--- config.mk ---
export PLATFORM = sky130hd
export DESIGN_NAME = aqe_encoder
export DESIGN_NICKNAME = d
export VERILOG_FILES = /design/src/hw/aqe_pkg.sv /design/src/hw/aqe_encoder.sv
export SDC_FILE = /design/constraint.sdc
export NUM_CORES = 1
export LEC_CHECK = 0
export ABC_AREA = 1
export ABC_CLOCK_PERIOD_IN_PS = 4920
export BUFFER_PORTS_ARGS = -buffer_cell sky130_fd_sc_hd__buf_4
export CAP_MARGIN = 20
export CORE_MARGIN = 2
export CORE_UTILIZATION = 45
export CTS_CLUSTER_SIZE = 24
export DETAILED_ROUTE_END_ITERATION = 8
export GPL_TIMING_DRIVEN = 0
export SKIP_LAST_GASP = 1
export SYNTH_ARGS = -nofsm -noshare
export SYNTH_HDL_FRONTEND = slang
export SYNTH_SLANG_ARGS = --single-unit
export TNS_END_PERCENT = 50
--- constraint.sdc ---
create_clock -name ref_clk_in -period 4.92 [get_ports ref_clk_in]
set_input_delay 0.984 -clock ref_clk_in [delete_from_list [all_inputs] [get_ports ref_clk_in]]
set_output_delay 0.984 -clock ref_clk_in [all_outputs]
set_load 0.1 [all_outputs]
--- src/hw/aqe_pkg.sv ---
package aqe_pkg;

	// ==========================================================
	// clock and timing
	localparam int unsigned CLK_HZ        = 250_000_000;
	localparam int unsigned SAMPLE_HZ     = 10_000;
	localparam int unsigned SAMPLE_MIN_HZ = 9_500;
	localparam int unsigned SAMPLE_MAX_HZ = 10_500;
	localparam int unsigned SAMPLE_CYC    = CLK_HZ / SAMPLE_HZ;
	localparam int unsigned POWER_UP_INTERVAL_MS      = 50;
	localparam int unsigned POWER_UP_INTERVAL_CYC     = (CLK_HZ / 1000) * POWER_UP_INTERVAL_MS;
	localparam int unsigned RELEASE_NS    = 500;
	localparam int unsigned RELEASE_CYC   = (RELEASE_NS * (CLK_HZ / 1_000_000)) / 1000;
	localparam int unsigned PROP_US       = 192;
	localparam int unsigned PROP_CYC      = PROP_US * (CLK_HZ / 1_000_000);
	localparam int unsigned MAX_REV_HZ    = 500;

	// ==========================================================
	// angle format
	localparam int unsigned POS_W      = 8;
	localparam int unsigned HALF_W     = POS_W + 1;
	localparam int unsigned STEP_GAP   = 4;
	localparam int unsigned PWR_CNT_W  = 24;
	localparam int unsigned SMP_CNT_W  = 16;

	// ==========================================================
	// hysteresis thresholds, in half steps from twice the position
	localparam logic signed [HALF_W-1:0] UP_FWD  = 9'sh002;
	localparam logic signed [HALF_W-1:0] DN_FWD  = -9'sh002;
	localparam logic signed [HALF_W-1:0] UP_REV  = 9'sh002;
	localparam logic signed [HALF_W-1:0] DN_REV  = -9'sh002;

	// ==========================================================
	// reset values
	localparam logic [1:0] SYNC_RST = 2'h0;
	localparam logic       OUT_RST  = 1'h1;

	typedef enum logic [1:0] {
		AQE_POWER_UP_INTERVAL = 2'h0,
		AQE_DIAG  = 2'h1,
		AQE_RUN   = 2'h2
	} aqe_phase_t;

endpackage : aqe_pkg

--- src/hw/aqe_encoder.sv ---
`timescale 1ns/100ps
module aqe_encoder #(
	parameter int unsigned POWER_UP_INTERVAL_CYC  = aqe_pkg::POWER_UP_INTERVAL_CYC,
	parameter int unsigned SAMPLE_CYC = aqe_pkg::SAMPLE_CYC,
	parameter int unsigned STEP_GAP   = aqe_pkg::STEP_GAP
) (
	input  wire logic                        ref_clk_in,
	input  wire logic                        rst_in,
	input  wire logic [aqe_pkg::HALF_W-1:0]  angle_in,
	input  wire logic                        output_release_n_in,
	output logic                             phase_a_out,
	output logic                             phase_b_out,
	output logic                             index_out,
	output logic                             outputs_valid_out
);

	// ==========================================================
	// elaboration checks
	if (POWER_UP_INTERVAL_CYC < 4) begin : g_power_up_interval_short
		$error("power-up count too small");
	end
	if (POWER_UP_INTERVAL_CYC >= (1 << aqe_pkg::PWR_CNT_W)) begin : g_power_up_interval_long
		$error("power-up count too large for its counter");
	end
	if (SAMPLE_CYC < 4) begin : g_sample_short
		$error("sample count too small");
	end
	if (SAMPLE_CYC >= (1 << aqe_pkg::SMP_CNT_W)) begin : g_sample_long
		$error("sample count too large for its counter");
	end
	if (STEP_GAP < 1) begin : g_gap_short
		$error("step gap must be at least one cycle");
	end
	if (STEP_GAP > 255) begin : g_gap_long
		$error("step gap too large for its counter");
	end
	// a full turn of steps must fit in one sample period
	if (STEP_GAP * (1 << aqe_pkg::POS_W) >= SAMPLE_CYC) begin : g_gap_vs_sample
		$error("step gap too long for sample period");
	end
	// release path is the sync plus one register, far inside the limit
	if (aqe_pkg::RELEASE_CYC < 4) begin : g_release_budget
		$error("release latency budget too small");
	end
	// the input grid carries exactly one half-step bit below the code
	if (aqe_pkg::HALF_W != aqe_pkg::POS_W + 1) begin : g_grid_width
		$error("angle input width must be code width plus one");
	end
	if (aqe_pkg::UP_FWD <= 0 || aqe_pkg::DN_FWD >= 0) begin : g_band_sign
		$error("step thresholds must straddle zero");
	end

	// ==========================================================
	// state
	typedef struct packed {
		logic [1:0]                        sync;
		logic                              saw_high;
		aqe_pkg::aqe_phase_t               phase;
		logic [aqe_pkg::PWR_CNT_W-1:0]     pwr_cnt;
		logic [aqe_pkg::SMP_CNT_W-1:0]     smp_cnt;
		logic [aqe_pkg::HALF_W-1:0]        prev;
		logic [aqe_pkg::HALF_W-1:0]        cur;
		logic [aqe_pkg::POS_W-1:0]         pos;
		logic                              dir_up;
		logic [7:0]                        gap_cnt;
		logic                              a;
		logic                              b;
		logic                              idx;
	} aqe_state_t;

	aqe_state_t state_ff;
	aqe_state_t nxt_state;

	// gray phase pair for a position; zero code lines up with index
	function automatic logic [1:0] aqe_gray(input logic [1:0] p);
		case (p)
			2'h0:    aqe_gray = 2'h0;
			2'h1:    aqe_gray = 2'h2;
			2'h2:    aqe_gray = 2'h3;
			2'h3:    aqe_gray = 2'h1;
			default: aqe_gray = 2'h0;
		endcase
	endfunction : aqe_gray

	// the band spans three half steps, so a turn-back waits a full step
	function automatic logic [1:0] aqe_step(
		input logic signed [aqe_pkg::HALF_W-1:0] e,
		input logic                              up
	);
		logic signed [aqe_pkg::HALF_W-1:0] hi;
		logic signed [aqe_pkg::HALF_W-1:0] lo;
		hi       = up ? aqe_pkg::UP_FWD : aqe_pkg::UP_REV;
		lo       = up ? aqe_pkg::DN_FWD : aqe_pkg::DN_REV;
		aqe_step = {(e >= hi), (e <= lo)};
	endfunction : aqe_step

	// ==========================================================
	// next state
	logic [aqe_pkg::HALF_W-1:0]        diff_smp;
	logic [aqe_pkg::HALF_W-1:0]        target;
	logic signed [aqe_pkg::HALF_W-1:0] err;
	logic                              step_up;
	logic                              step_dn;
	logic [1:0]                        ab;

	always_comb begin
		nxt_state = state_ff;
		nxt_state.sync = {state_ff.sync[0], output_release_n_in};

		// aim at the midpoint of the last two samples, half a sample period behind cur
		diff_smp = state_ff.cur - state_ff.prev;
		target   = state_ff.prev + {diff_smp[aqe_pkg::HALF_W-1],
			diff_smp[aqe_pkg::HALF_W-1:1]};
		err      = $signed(target - {state_ff.pos, 1'h0});

		// a wider band would shift the pulses by more than half a step
		{step_up, step_dn} = aqe_step(err, state_ff.dir_up);

		// sample clock
		if (state_ff.smp_cnt == aqe_pkg::SMP_CNT_W'(SAMPLE_CYC - 1)) begin
			nxt_state.smp_cnt = '0;
			nxt_state.prev    = state_ff.cur;
			nxt_state.cur     = angle_in;
		end else begin
			nxt_state.smp_cnt = state_ff.smp_cnt + 1'b1;
		end

		if (state_ff.gap_cnt != 8'h00)
			nxt_state.gap_cnt = state_ff.gap_cnt - 1'b1;

		case (state_ff.phase)
			aqe_pkg::AQE_POWER_UP_INTERVAL: begin
				if (state_ff.sync[1])
					nxt_state.saw_high = 1'b1;
				// track the angle so the first run cycle does not burst
				nxt_state.pos = target[aqe_pkg::HALF_W-1:1];
				nxt_state.pwr_cnt = state_ff.pwr_cnt + 1'b1;
				if (state_ff.pwr_cnt == aqe_pkg::PWR_CNT_W'(POWER_UP_INTERVAL_CYC - 1)) begin
					if (state_ff.saw_high || state_ff.sync[1])
						nxt_state.phase = aqe_pkg::AQE_DIAG;
					else
						nxt_state.phase = aqe_pkg::AQE_RUN;
				end
			end
			aqe_pkg::AQE_DIAG: begin
				nxt_state.pos = target[aqe_pkg::HALF_W-1:1];
				// low level after the interval is the first falling edge seen
				if (!state_ff.sync[1])
					nxt_state.phase = aqe_pkg::AQE_RUN;
			end
			aqe_pkg::AQE_RUN: begin
				// release is ignored from here on
				if (state_ff.gap_cnt == 8'h00 && (step_up || step_dn)) begin
					nxt_state.gap_cnt = 8'(STEP_GAP - 1);
					nxt_state.dir_up  = step_up;
					if (step_up)
						nxt_state.pos = state_ff.pos + 1'b1;
					else
						nxt_state.pos = state_ff.pos - 1'b1;
				end
			end
			default: begin
				nxt_state.phase = aqe_pkg::AQE_POWER_UP_INTERVAL;
			end
		endcase

		// outputs
		ab = aqe_gray(nxt_state.pos[1:0]);
		case (nxt_state.phase)
			aqe_pkg::AQE_RUN: begin
				nxt_state.a   = ab[1];
				nxt_state.b   = ab[0];
				nxt_state.idx = (nxt_state.pos == '0);
			end
			aqe_pkg::AQE_DIAG: begin
				nxt_state.a   = 1'b1;
				nxt_state.b   = 1'b1;
				nxt_state.idx = 1'b1;
			end
			default: begin
				// power-up: high once the pin was seen high, low otherwise
				nxt_state.a   = nxt_state.saw_high;
				nxt_state.b   = nxt_state.saw_high;
				nxt_state.idx = nxt_state.saw_high;
			end
		endcase
	end

	// ==========================================================
	// registers
	always_ff @(posedge ref_clk_in) begin
		if (rst_in) begin
			state_ff          <= '0;
			state_ff.sync     <= aqe_pkg::SYNC_RST;
			state_ff.phase    <= aqe_pkg::AQE_POWER_UP_INTERVAL;
			state_ff.dir_up   <= 1'b1;
			state_ff.a        <= aqe_pkg::OUT_RST;
			state_ff.b        <= aqe_pkg::OUT_RST;
			state_ff.idx      <= aqe_pkg::OUT_RST;
		end else begin
			state_ff <= nxt_state;
		end
	end

	assign phase_a_out       = state_ff.a;
	assign phase_b_out       = state_ff.b;
	assign index_out         = state_ff.idx;
	assign outputs_valid_out = (state_ff.phase == aqe_pkg::AQE_RUN);

endmodule : aqe_encoder

==> flow_metrics.tcl <==
set metrics [dict create \
    htreeDepth 3 \
    setup_viol 9 \
    p_seq_frac 0.500 \
    synth_top_cell_by_area "dfxtp_1" \
    irDropWorstVdd_mv 0.144 \
    clkTransAtPathRegs_ps 90 \
    synth_top_family_by_area "simple AND/OR/NAND/NOR gates" \
    gr-max-usage-layer "met2" \
    die_h_um 110 \
    clock-sinks 82 \
    slowest_delay_ps 410 \
    synth.top_cells.by_area "dfxtp_1, ha_1, nand2_1" \
    cp.required_ps 5210 \
    hold_viol 0 \
    via_per_inst 5.11 \
    synth-simple-area-share 0.285 \
    p_comb_frac 0.161 \
    synth_edf_count 0 \
    dpl.hpwl_mm 8.24 \
    ctsHoldBuffers 0 \
    end_kind "register" \
    place.gp.congestion 0.839 \
    synthArstFlopShare 0 \
    met1_usage 0.255 \
    clock_latency_ps 370 \
    wl_per_cell_um 12.8 \
    cts_tree "built" \
    ant_nets 0 \
    root_buffer "clkbuf_8" \
    max_cap_violations 0 \
    setup_slack_ps -560 \
    tightest_slew_ps 870 \
    power_switching_w 0.000422 \
    violations "setup timing" \
    final_max_slew_viol_count 0 \
    syn_area_um2 5020 \
    clock_skew_ps 18.1 \
    die-area_um2 12000 \
    track_usage 0.205 \
    p_per_area_nw_per_um2 231 \
    gr-usage-met3 0.0332 \
    synthToLayoutAreaGrowth_pct 25.4 \
    cp.arrival_ps 5770 \
    yosysTopAreaCellShare 0.327 \
    worstSetupStartpointType "register" \
    layout_min_cycle_time_ps 5480 \
    drt_pass1_iterations 4 \
    cts.path.max_buffers 2 \
    critPathMaxFanout 5 \
    p_int_w 0.00103 \
    grt_pass1_wl_mm 19.8 \
    p_clk_frac 0.340 \
    status "complete, but fails checks" \
    p_leak_nw 2.77 \
    wl_mm 11.6 \
    antennaDiodeCount 0 \
    synthMuxAreaShare 0 \
    synth.yosys.seq_area_share 0.327 \
    synthAdderAreaFrac 0.108 \
    synthXorXnorAreaFrac 0.0524 \
    ys_ff_latch 82 \
    hold_class "reg -> reg" \
    grt_max_degree 15 \
    place_ws_ps -738 \
    place_area_um2 5380 \
    num-nets-final 820 \
    slew-limit-headroom 0.418 \
    crit_type "reg -> reg" \
    placementRows 38 \
    core_um2 10800 \
    syn-num-nets 738 \
    grt_pass1_vias 4542 \
    gr-total-overflow 0 \
    p_sw_frac 0.290 \
    netlist_instances 685 \
    boundaryPins 16 \
    ys_warn_count 0 \
    max_freq_ghz 0.182 \
    drive_above_1_share 0.246 \
    ys.flop_type "dfxtp_1" \
    die-width_um 110 \
    min_period_over_period 1.11 \
    cp_slowest_cell "fa_2" \
    avgSynthCellArea_um2 7.32 \
    ys_types 45 \
    cts_buffers 9 \
    final_common_cell "inv_1" \
    drc 0 \
    vias 4659 \
    layout_common_cells "inv_1, nand2_1, nor2_1, dfxtp_1, buf_4" \
    met2_usage 0.359 \
    initial_core_util 0.463 \
    synth-compound-area-share 0.142 \
    final_cell_area_um2 6290 \
    port_buffers 14 \
    dr.first_iter.drc_count 137 \
    antenna_found_initial 0 \
    rsz0062_at_grt "true" \
]
## state kept, by name, summed over array words and instances (netlist names)
register     cells
state_ff        78
nxt_state        1
index_out        1
phase_a_out      1
phase_b_out      1
## through the flow
step / cells / util / setup TNS (ps) / hold slack, ps / total power, W
3_3_place_gp: 839 / 0.496 / -1860 / 402 / 0.000970
2_1_floorplan: 685 / - / -51.4 / 388 / 0.000924
6_report: 912 / 0.581 / -2560 / 404 / 0.00146
3_5_place_dp: 839 / 0.496 / -2330 / 398 / 0.000977
5_1_grt: 912 / 0.581 / -6310 / 431 / 0.00153
4_1_cts: 897 / 0.556 / -1420 / 409 / 0.00147
## metal layers
metal | share of wire | vias to the layer above | wire, um
met2 | 0.49 | 48 | 5730
met5 | 0 | - | 0
met3 | 0.026 | 16 | 305
li1 | - | 2422 | -
met1 | 0.47 | 2173 | 5430
met4 | 0.015 | 0 | 170
## cells by family (layout without fill, tap and decap cells)
group | Yosys count | count (layout)
buffers and inverters | 112 | 199
DFF | 82 | 82
and+or+nand+nor | 293 | 293
xor gates and xnor gates | 30 | 30
adders and majority gates | 41 | 41
AOI/OAI and AO/OA | 127 | 127
## synth_stat cells, types with 2 or more instances
cell type	n
ha_1	37
a21o_1	2
a211oi_1	8
fa_1	4
dfxtp_1	82
or2_2	2
nand2_1	98
nor3_1	17
nand3_1	36
and3_1	2
nor4_1	6
nand3_2	10
nand4_1	7
nand2_2	8
nor2_4	4
a31oi_1	3
o21ai_0	33
o21ai_1	4
a21oi_1	59
xor2_1	15
xnor2_1	15
nor3b_1	7
o21bai_1	5
o21a_1	6
nor2_2	5
nor2_1	82
o211ai_1	2
clkbuf_1	12
inv_1	97
or3_1	2
## power groups by stage
stage          Clock [W]  Sequential (W)  Combinational, W
5_1_grt         0.000531        0.000732          0.000271
6_report        0.000494        0.000727          0.000234
3_5_place_dp           0        0.000743          0.000234
4_1_cts         0.000508        0.000727          0.000238
2_1_floorplan          0        0.000753          0.000171
3_3_place_gp           0        0.000742          0.000228
## what timing repair did
action,4_1_cts,5_1_grt
endpoints found under the hold margin,0,0
setup buffers,42,16
setup endpoints to repair,7,13
pin swaps,35,40
resized for setup,30,38
## critical path: cells and delay by family, from the launching register on
kind            cells  cell delay, ps
xor+xnor            3             620
flops               1             390
buf+inv             8             730
simple gates       16            1280
compound gates      7            1050
fa+ha+maj           4            1310
## area by class of cell
type | instances | area [um2]
fillers | 1010 | 4550
multi-input cells | 491 | 3290
flip-flops and latches | 82 | 1660
repair buffers | 71 | 548
inverters | 99 | 374
well taps | 140 | 175
clock buffers | 11 | 141
plain buffers | 13 | 56.3
clock inverters | 5 | 55.1
## worst paths after layout
check | from | endpoint | slack, ps | cells past startpoint
max reg2reg | state_ff[21] | state_ff[19] | -560 | 38
min | nxt_state[82] | state_ff[82] | 400 | 2
max | state_ff[21] | state_ff[19] | -560 | 38
min reg2reg | nxt_state[82] | state_ff[82] | 400 | 2
Note: power is estimated with default switching activity, not from simulation.
